<file path="src/hw/par_port_pkg.sv">
/*
 Constants and types for the 16-bit parallel handshake port.
 Assumes a single 100 MHz core clock and synchronous active-high reset.
*/
package par_port_pkg;
   localparam int unsigned DATA_W          = 16;
   localparam int unsigned SPECIAL_W       = 2;
   localparam int unsigned SYNC_STAGES     = 2;
   localparam int unsigned CLK_PERIOD_NS   = 10;
   // Width of the reset pulses on the request and peripheral reset lines
   localparam int unsigned RESET_PULSE_NS  = 100;
   localparam int unsigned RESET_PULSE_CYC =
      (RESET_PULSE_NS + CLK_PERIOD_NS - 1) / CLK_PERIOD_NS;
   // Pulse-mode request width
   localparam int unsigned REQ_PULSE_NS    = 50;
   localparam int unsigned REQ_PULSE_CYC   =
      (REQ_PULSE_NS + CLK_PERIOD_NS - 1) / CLK_PERIOD_NS;
   localparam logic [15:0] DOUT_CLEAR_VAL  = 16'h0000;
   localparam logic [3:0]  TERM_NONE       = 4'h0;
   localparam logic [3:0]  TERM_DONE       = 4'h1;
   localparam logic [3:0]  TERM_STATUS     = 4'h4;

   typedef enum logic {
      HS_PULSE,
      HS_FULL
   } hs_mode_t;

   typedef enum logic [2:0] {
      ST_RESET,
      ST_IDLE,
      ST_REQ,
      ST_WAIT_BUSY,
      ST_WAIT_DONE
   } port_state_t;
endpackage

</file>
<file path="src/hw/par_port.sv">
/*
 Sixteen-bit parallel handshake port: separate in and out data paths,
 request/ready handshake in pulse or full mode, direction line, special
 lines and external interrupt. Control and status bits are plain ports.
 Assumes the host raises start_xfer for one cycle; xfer_dir is sampled only with it.
*/
`timescale 1ns/1ps
module par_port #(
   parameter int unsigned DATA_W    = par_port_pkg::DATA_W,
   parameter bit          DOUT_CLR  = 1'b1
) (
   input  wire logic              core_clk,
   input  wire logic              reset,
   input  wire logic              start_xfer,
   input  wire logic              xfer_dir_in,
   input  wire logic [DATA_W-1:0] host_wdata,
   input  wire logic              full_mode,
   input  wire logic              positive_logic,
   input  wire logic              flag_valid_high,
   input  wire logic              irq_enable,
   input  wire logic              irq_clear,
   input  wire logic [1:0]        host_special_out,
   output logic      [DATA_W-1:0] host_rdata,
   output logic                   xfer_done,
   output logic      [3:0]        term_reason,
   output logic                   busy,
   output logic                   host_irq,
   output logic      [1:0]        host_special_in,
   output logic                   peripheral_status_seen,
   input  wire logic [DATA_W-1:0] pin_data_in,
   output logic      [DATA_W-1:0] pin_data_out,
   output logic                   transfer_request_line,
   input  wire logic              peripheral_ready_line,
   input  wire logic              peripheral_status_line,
   input  wire logic              external_interrupt_request,
   output logic                   direction_line,
   output logic                   transfer_control_state,
   output logic                   peripheral_reset_n,
   input  wire logic [1:0]        periph_special_in,
   output logic      [1:0]        periph_special_out
);
   if (DATA_W != par_port_pkg::DATA_W) begin : gen_bad_width
      $error("par_port data width must be 16");
   end

   localparam logic [7:0] RST_CYC = 8'(par_port_pkg::RESET_PULSE_CYC);
   localparam logic [7:0] REQ_CYC = 8'(par_port_pkg::REQ_PULSE_CYC);

   logic [4:0] sync_out;
   logic       ready_s;
   logic       status_s;
   logic       eir_s;
   logic       flag_valid;
   logic       eir_prev_reg;
   logic       eir_rise;

   bit_sync #(
      .WIDTH  (5),
      .STAGES (par_port_pkg::SYNC_STAGES)
   ) u_sync (
      .core_clk (core_clk),
      .reset    (reset),
      .async_in ({periph_special_in, external_interrupt_request,
                  peripheral_status_line, peripheral_ready_line}),
      .sync_out (sync_out)
   );

   assign ready_s  = sync_out[0];
   assign status_s = sync_out[1];
   assign eir_s    = sync_out[2];
   assign flag_valid = (ready_s == flag_valid_high);
   assign eir_rise = eir_s & ~eir_prev_reg;

   par_port_pkg::port_state_t state_reg;
   logic [7:0]                cnt_reg;
   logic                      dir_reg;
   logic [DATA_W-1:0]         dout_reg;
   logic [DATA_W-1:0]         rdata_reg;
   logic                      req_reg;
   logic                      done_reg;
   logic [3:0]                term_reg;
   logic                      ctl_reg;
   logic                      prst_reg;
   logic                      irq_reg;
   logic                      sts_reg;
   logic [1:0]                sp_in_reg;
   logic [1:0]                sp_out_reg;

   // Sequencing uses only request, handshake mode, ready flag and external interrupt; direction does not steer it
   always_ff @(posedge core_clk) begin
      if (reset) begin
         state_reg <= par_port_pkg::ST_RESET;
         cnt_reg   <= RST_CYC;
         req_reg   <= 1'b0;
         dir_reg   <= 1'b0;
         done_reg  <= 1'b0;
         term_reg  <= par_port_pkg::TERM_NONE;
         sts_reg   <= 1'b0;
      end else begin
         done_reg <= 1'b0;
         unique case (state_reg)
            par_port_pkg::ST_RESET: begin
               // Request held low for the reset pulse, then stays low while idle
               if (cnt_reg == 8'h01) begin
                  state_reg <= par_port_pkg::ST_IDLE;
               end
               cnt_reg <= cnt_reg - 8'h01;
            end
            par_port_pkg::ST_IDLE: begin
               if (start_xfer) begin
                  dir_reg   <= xfer_dir_in;
                  sts_reg   <= status_s;
                  req_reg   <= 1'b1;
                  cnt_reg   <= REQ_CYC;
                  state_reg <= par_port_pkg::ST_REQ;
               end
            end
            par_port_pkg::ST_REQ: begin
               // Pulse mode drops request after a fixed width
               if (!full_mode && cnt_reg != 8'h01) begin
                  cnt_reg <= cnt_reg - 8'h01;
               end else if (!full_mode) begin
                  req_reg   <= 1'b0;
                  state_reg <= par_port_pkg::ST_WAIT_DONE;
               end else if (!flag_valid) begin
                  state_reg <= par_port_pkg::ST_WAIT_BUSY;
               end
            end
            par_port_pkg::ST_WAIT_BUSY: begin
               if (flag_valid) begin
                  req_reg   <= 1'b0;
                  state_reg <= par_port_pkg::ST_WAIT_DONE;
               end
            end
            par_port_pkg::ST_WAIT_DONE: begin
               if (flag_valid) begin
                  done_reg  <= 1'b1;
                  term_reg  <= par_port_pkg::TERM_DONE;
                  state_reg <= par_port_pkg::ST_IDLE;
               end
            end
            default: begin
               state_reg <= par_port_pkg::ST_IDLE;
            end
         endcase
         // Interrupt aborts an active transfer
         if (eir_rise && state_reg != par_port_pkg::ST_IDLE
             && state_reg != par_port_pkg::ST_RESET) begin
            req_reg   <= 1'b0;
            done_reg  <= 1'b1;
            term_reg  <= par_port_pkg::TERM_STATUS;
            state_reg <= par_port_pkg::ST_IDLE;
         end
      end
   end

   // Output data latched at start, so it cannot move under the request
   always_ff @(posedge core_clk) begin
      if (reset) begin
         if (DOUT_CLR) begin
            dout_reg <= par_port_pkg::DOUT_CLEAR_VAL;
         end
      end else if (state_reg == par_port_pkg::ST_IDLE && start_xfer && !xfer_dir_in) begin
         dout_reg <= host_wdata;
      end
   end

   // Capture on valid flag while an input transfer waits
   always_ff @(posedge core_clk) begin
      if (reset) begin
         rdata_reg <= '0;
      end else if (dir_reg && flag_valid
                   && state_reg == par_port_pkg::ST_WAIT_DONE) begin
         rdata_reg <= positive_logic ? pin_data_in : ~pin_data_in;
      end
   end

   always_ff @(posedge core_clk) begin
      if (reset) begin
         ctl_reg      <= 1'b0;
         prst_reg     <= 1'b1;
         irq_reg      <= 1'b0;
         eir_prev_reg <= 1'b0;
         sp_in_reg    <= 2'h0;
         sp_out_reg   <= 2'h0;
      end else begin
         ctl_reg      <= 1'b0;
         prst_reg     <= (state_reg == par_port_pkg::ST_RESET);
         eir_prev_reg <= eir_s;
         sp_in_reg    <= sync_out[4:3];
         sp_out_reg   <= host_special_out;
         // Set wins over clear
         if (irq_enable && eir_s) begin
            irq_reg <= 1'b1;
         end else if (irq_clear) begin
            irq_reg <= 1'b0;
         end
      end
   end

   // After reset, negative-logic data out is all ones
   assign pin_data_out = positive_logic ? dout_reg : ~dout_reg;
   assign host_rdata             = rdata_reg;
   assign xfer_done              = done_reg;
   assign term_reason            = term_reg;
   assign busy                   = state_reg != par_port_pkg::ST_IDLE;
   assign host_irq               = irq_reg;
   assign host_special_in        = sp_in_reg;
   assign peripheral_status_seen = sts_reg;
   assign transfer_request_line  = req_reg;
   assign direction_line         = dir_reg;
   assign transfer_control_state = ctl_reg;
   assign peripheral_reset_n     = ~prst_reg;
   assign periph_special_out     = sp_out_reg;
endmodule

</file>
<file path="src/hw/bit_sync.sv">
/*
 Two-or-more flop level synchroniser, one lane per bit.
 Assumes inputs are plain levels that change slower than the clock.
*/
`timescale 1ns/1ps
module bit_sync #(
   parameter int unsigned WIDTH  = 1,
   parameter int unsigned STAGES = 2
) (
   input  wire logic             core_clk,
   input  wire logic             reset,
   input  wire logic [WIDTH-1:0] async_in,
   output logic      [WIDTH-1:0] sync_out
);
   // Refused at elaboration: one flop alone would not settle metastability
   if (STAGES < 2) begin : gen_bad_stages
      $error("bit_sync needs at least two stages");
   end

   genvar g;
   generate
      for (g = 0; g < WIDTH; g++) begin : lane
         logic [STAGES-1:0] chain_reg;
         // First stage is read only by the next stage
         always_ff @(posedge core_clk) begin
            if (reset) begin
               chain_reg <= '0;
            end else begin
               chain_reg <= {chain_reg[STAGES-2:0], async_in[g]};
            end
         end
         assign sync_out[g] = chain_reg[STAGES-1];
      end
   endgenerate
endmodule

</file>
<file path="config.mk">
export PLATFORM = sky130hd
export DESIGN_NAME = par_port
export DESIGN_NICKNAME = d
export VERILOG_FILES = /design/src/hw/par_port_pkg.sv /design/src/hw/par_port.sv /design/src/hw/bit_sync.sv
export SDC_FILE = /design/constraint.sdc
export NUM_CORES = 1
export LEC_CHECK = 0
export BUFFER_PORTS_ARGS = -buffer_cell sky130_fd_sc_hd__buf_4
export CAP_MARGIN = 10
export CORE_ASPECT_RATIO = 0.7
export CORE_MARGIN = 2
export CORE_UTILIZATION = 30
export CTS_BUF_LIST = sky130_fd_sc_hd__clkbuf_4
export DETAILED_ROUTE_END_ITERATION = 8
export GPL_ROUTABILITY_DRIVEN = 0
export GPL_TIMING_DRIVEN = 0
export PLACE_DENSITY = 0.52
export SYNTH_ARGS = -nofsm -noshare
export SYNTH_HDL_FRONTEND = slang
export SYNTH_SLANG_ARGS = --single-unit
</file>
<file path="constraint.sdc">
create_clock -name core_clk -period 3.65 [get_ports core_clk]
set_input_delay 0.365 -clock core_clk [delete_from_list [all_inputs] [get_ports core_clk]]
set_output_delay 0.365 -clock core_clk [all_outputs]
set_load 0.005 [all_outputs]
</file>
# Word level (Yosys, flattened, before mapping)
# Cells that the tools add are included.
# totals
out_inout_bits,48
in_bits,48
register_bits,66
wordCells,101
# op_classes
n_mux,27
n_reduce_logical,25
n_eq_ne,22
bitwise,5
add_sub_neg,1
# op_table
cell,n
16-bit 2-to-1 mux,2
16-bit inverter,2
3-bit 2-to-1 mux,10
8-bit case mux with 3 select lines,1
3-bit != test (second input constant),6
8-bit 2-to-1 mux,2
3-bit case mux with 5 select lines,1
2-bit != test (second input constant),7
6-bit AND reduction,2
1-bit 2-to-1 mux,10
3-bit nonzero test,3
8-bit by 1-bit equality test with 1-bit output (second input constant),1
1-bit logical AND,8
8-bit by 1-bit != test with 1-bit output (second input constant),1
8-bit by 1-bit subtractor with 8-bit output (second input constant),1
3-bit by 2-bit equality test with 1-bit output (second input constant),2
2-bit AND reduction,3
2-bit nonzero test,3
5-bit AND reduction,1
4-bit != test (second input constant),1
3-bit by 1-bit equality test with 1-bit output (second input constant),1
3-bit equality test (second input constant),1
3-bit zero test,1
3-bit by 1-bit != test with 1-bit output (second input constant),1
7 further kinds,9

# Longest topological paths before layout
# logic_depth
word_depth,6
ltp_mapped,8

# By module
# Synthesis repeated with hierarchy kept, for this count alone.
# unflattened
cells_unflattened,314
hier_area_um2,2919.0
# by_module_without_submodules
mod,cells_each,instances,seq_area_each_um2,area_each_um2
par_port,289,1,1121.1,2618.8
bit_sync,25,1,200.2,300.3

# Worst setup path before layout
# Ideal clock, no wire load.
# synth_path
path_type,reg2reg
from,register cnt_reg[1]
to,register state_reg[1]
n_path_buf,0
t_required_ps,3566
arrival_time_ps,1585
stages_incl_launch_ff,8
setup_slack_ps,1981
setup_ps,84
synth_period_minus_slack_ps,1669
path_cell_list,dfxtp_1 -> inv_1 -> ha_1 -> nor3b_1 -> a2111oi_2 -> nor2_2 -> a211o_1 -> o31ai_2
# synth_between
elab_chain_len,4
word_cells_on_any_way,6
# synth_rtl
item,line,source
from (decl),par_port.sv:75,logic [7:0] cnt_reg;
from (signal assigned),par_port.sv:107,cnt_reg <= cnt_reg - 8'h01;
from (signal assigned),par_port.sv:121,cnt_reg <= cnt_reg - 8'h01;
8-bit by 1-bit != test with 1-bit output,par_port.sv:120,if (!full_mode && cnt_reg != 8'h01) begin
1-bit logical AND,par_port.sv:120,
2-bit != test (no line),--,
6-bit AND reduction (no line) (*),--,
to (signal assigned),par_port.sv:124,state_reg <= par_port_pkg::ST_WAIT_DONE;
to (signal assigned),par_port.sv:126,state_reg <= par_port_pkg::ST_WAIT_BUSY;
to (signal assigned),par_port.sv:132,state_reg <= par_port_pkg::ST_WAIT_DONE;
to (decl),par_port.sv:74,par_port_pkg::port_state_t state_reg;
# Mark *: on every way between the ends. The rest lies on a longest branch, timed or not.
# A chain may end at the register's enable or synchronous reset.

# Worst setup path after layout
# layout_path
from,register cnt_reg[1]
to,"register req_reg, in the netlist transfer_request_line"
# layout_between
elab_chain_len,4
# layout_rtl
item,line,source
8-bit by 1-bit != test with 1-bit output,par_port.sv:120,
1-bit logical AND,par_port.sv:120,
2-bit != test (no line),--,
5-bit AND reduction (no line),--,
to (signal assigned),par_port.sv:113,req_reg <= 1'b1;
to (signal assigned),par_port.sv:123,req_reg <= 1'b0;
to (signal assigned),par_port.sv:131,req_reg <= 1'b0;
to (decl),par_port.sv:79,logic req_reg;
# Every way passes these cells.

==> run summary <==
======================================================================================
Leakage Power ...........................................................      1.71 nW
Most frequent cell after synthesis ...................................... sky130_fd_sc_hd__dfxtp_1
Longest individual stage delay on the worst path ........................      0.56 ns
Area of the die .........................................................   0.0105 mm2
Horizontal die dimension ................................................       122 um
Hold bufs inserted after CTS ............................................            0
Worst endpoint data arrival time ........................................      2.26 ns
Area growth from synthesis to layout ....................................        34.0%
Fraction of registers with async set/reset ..............................            0
Switching share of total power ..........................................        0.271
Most instantiated cells after synthesis ................................. sky130_fd_sc_hd__dfxtp_1, sky130_fd_sc_hd__nand2_1, sky130_fd_sc_hd__xnor2_1
Synth area leader ....................................................... sky130_fd_sc_hd__dfxtp_1
Net switching power of the design .......................................   0.000392 W
Startpoint Class ........................................................    flip-flop
Iteration-0 DRC Markers .................................................           78
Mapped Area .............................................................  0.00291 mm2
Setup Crit Path Kind .................................................... flip-flop to flip-flop
Final Max Slew Viols ....................................................            0
Crit path cell chain .................................................... inv_1 > ha_1 > nor3b_1 > a2111oi_2 > nor2_2 > and3_1 > a211oi_1
Initial core utilization ................................................        0.304
Fraction of final layout cells with drive strength greater than 1 .......        0.319
Fraction of the yosys area taken by sequential cells ....................        0.455
Clock slew at the register clock pins of the worst setup and hold paths .      0.12 ns
Wire length after detailed routing ......................................      6930 um
Antenna diode count .....................................................            0
Detailed-placement wirelength estimate ..................................      5090 um
Buffering stage count on the worst path with inverters included .........            1
Final hold violations ...................................................            0
Crit-path max FO ........................................................            4
Count of flip-flops with a built-in enable after synthesis ..............            0
Number of standard-cell rows in the floorplan ...........................           30
Master of the slowest instance on the critical path ..................... sky130_fd_sc_hd__a2111oi_2
Period Utilization, post-route ..........................................        0.527
Number of placed cells counting well taps ...............................          539
Final setup violation count .............................................            0
Post-DRT Antenna Nets ...................................................            0
Worst-margin pin slew ...................................................     0.741 ns
Minimum clock period ....................................................      1.92 ns
Kind of capture point of the worst setup path ...........................    flip-flop
Cell at the root of the clock tree ...................................... sky130_fd_sc_hd__clkbuf_4
Maximum count of clock buffers along a single path ......................            2
Clock latency on the worst-skew pair ....................................      0.42 ns
Most used flip-flop cell after synthesis ................................ sky130_fd_sc_hd__dfxtp_1
Register bit count reported by yosys ....................................           66
Warnings from Yosys .....................................................            0
Netlist cell types ......................................................           46
Internal Dissipation ....................................................    0.00105 W
Sum Neg Setup Slack .....................................................         0 ns
Top post-synthesis cells by area ........................................ sky130_fd_sc_hd__dfxtp_1, sky130_fd_sc_hd__xnor2_1, sky130_fd_sc_hd__mux2i_1
TritonCTS clock tree ....................................................          yes
Power density over the cells ............................................   371 mW/mm2
Number of design rule violations left after detail routing ..............            0
Worst Hold Class ........................................................ input pin to flip-flop
Maximum frequency from static timing analysis ...........................    0.520 GHz
Mean area per synthesized cell ..........................................     9.14 um2
Vias per inst ...........................................................         4.36
First-pass iteration count of the detailed router .......................            4
Syn Inst Count ..........................................................          318
Number of clock buffers inserted by TritonCTS ...........................            9
Required @ worst endpoint ...............................................      3.99 ns
Pin count of the biggest net entering global routing ....................           13
First-pass GRT wire length ..............................................     11200 um
Number of I/O port buffers ..............................................           91
Height of the die .......................................................      86.4 um
Antenna violations before repair ........................................            0
Total via count after detailed routing ..................................         2420
Post-cts sizing count ...................................................            0
Logic gate share of total power .........................................        0.131
Status .................................................................. complete, no violations
Clock Power Share .......................................................        0.344
Count of non-filler cells in the finished layout ........................          555
Clock tree skew after final layout ......................................   0.00603 ns
Number of nets at the end of the flow ...................................          472
Part of the total power dissipated in sequential elements ...............        0.524
Num Clock Sinks .........................................................           66
Setup bufs post-CTS .....................................................            0
IO Pins .................................................................           96
Slew headroom ...........................................................        0.501
Area share of the largest cell type after synthesis .....................        0.455
Max capacitance violation total .........................................            0
Overflow left after global routing ......................................            0
H-tree depth reported by CTS ............................................            3
Average routed wire per standard cell ...................................      12.5 um
Worst IR drop on VDD ....................................................     0.236 mV
Setup repair after global routing missed its margin .....................           no
Global router's overall resource usage ..................................        0.139
Number of global-route vias before repair ...............................         2324
Area of the core ........................................................  0.00957 mm2
Kind of cell adding the most delay to the critical path ................. compound AO/OA/AOI/OAI gates
======================================================================================
-- cell families after synthesis --
family / synth area share
AO/OA/AOI/OAI: 0.101
XOR/XNOR: 0.111
adder cells (fa/ha/maj): 0.00861
buffers and inverters: 0.0499
flip-flops: 0.455
multiplexers: 0.0689
other: 0.00129
AND/OR/NAND/NOR: 0.204
-- layer usage --
layer	track usage	vias up	wire, um
li1	-	1253	-
met1	0.183	1083	3410
met2	0.194	73	2870
met3	0.0724	11	541
met4	0.0481	0	114
met5	0	-	0
-- area by class of cell --
| cell class | instances | area, um2 |
|---|---|---|
| buffer | 21 | 119 |
| clock inverter | 7 | 68.8 |
| multi-input combinational | 226 | 1450 |
| sequential | 66 | 1320 |
| clock buffer | 9 | 67.6 |
| timing repair buffer | 91 | 683 |
| inverter | 7 | 26.3 |
| fill | 983 | 5680 |
| tap | 128 | 160 |
-- worst reg2reg max path: cells and delay by family, from the launching register on --
| kind | cells | cell delay, ns |
|---|---|---|
| adders and majority gates | 1 | 0.17 |
| DFF | 1 | 0.37 |
| and+or+nand+nor | 3 | 0.48 |
| buffers and inverters | 1 | 0.07 |
| AOI/OAI and AO/OA | 2 | 0.76 |
-- worst paths after layout --
check,startpoint,endpoint,slack [ns],depth (start not counted)
worst max register to register,cnt_reg[1],transfer_request_line,1.73,7
worst max-delay path,cnt_reg[1],transfer_request_line,1.73,7
worst min register to register,u_sync.lane[2].chain_reg[0],u_sync.lane[2].chain_reg[1],0.44,1
worst min-delay path,peripheral_status_line,u_sync.lane[1].chain_reg[0],0.14,2
-- metrics by stage --
stage	utilization	worst slack [ns]	total power, W	area [um2]	hold WS, ns
2_1_floorplan	-	1.98	0.000879	2910	0.414
3_3_place_gp	0.393	1.59	0.000963	3760	0.416
3_5_place_dp	0.393	1.61	0.000965	3760	0.425
4_1_cts	0.407	1.76	0.00147	3890	0.102
5_1_grt	0.407	1.54	0.00152	3890	0.0864
6_report	0.407	1.73	0.00144	3890	0.139
-- cells in the final DEF (no fill, tap or decap), drive strengths merged, types with 2 or more instances in the layout --
cell type,n
and3,2
o21ai,5
clkbuf,16
or4,2
nor2,28
xnor2,33
clkinv,3
mux2i,20
ha,2
dfxtp,66
nor3,2
xor2,4
buf,105
or2,2
conb,3
nand2,45
o31ai,3
nor2b,17
clkinvlp,2
a21o,2
nand2b,4
nand3,9
inv,8
a21oi,26
a211oi,3
nand4,2
-- power groups by stage --
stage | registers [W] | clock network, W | logic (W)
finish | 0.000758 | 0.000498 | 0.000189
global route | 0.000761 | 0.000553 | 0.000210
CTS | 0.000758 | 0.000520 | 0.000192
detailed placement | 0.000774 | 0 | 0.000191
global placement | 0.000773 | 0 | 0.000190
floorplan | 0.000771 | 0 | 0.000109
(Power assumes the default switching activity.)
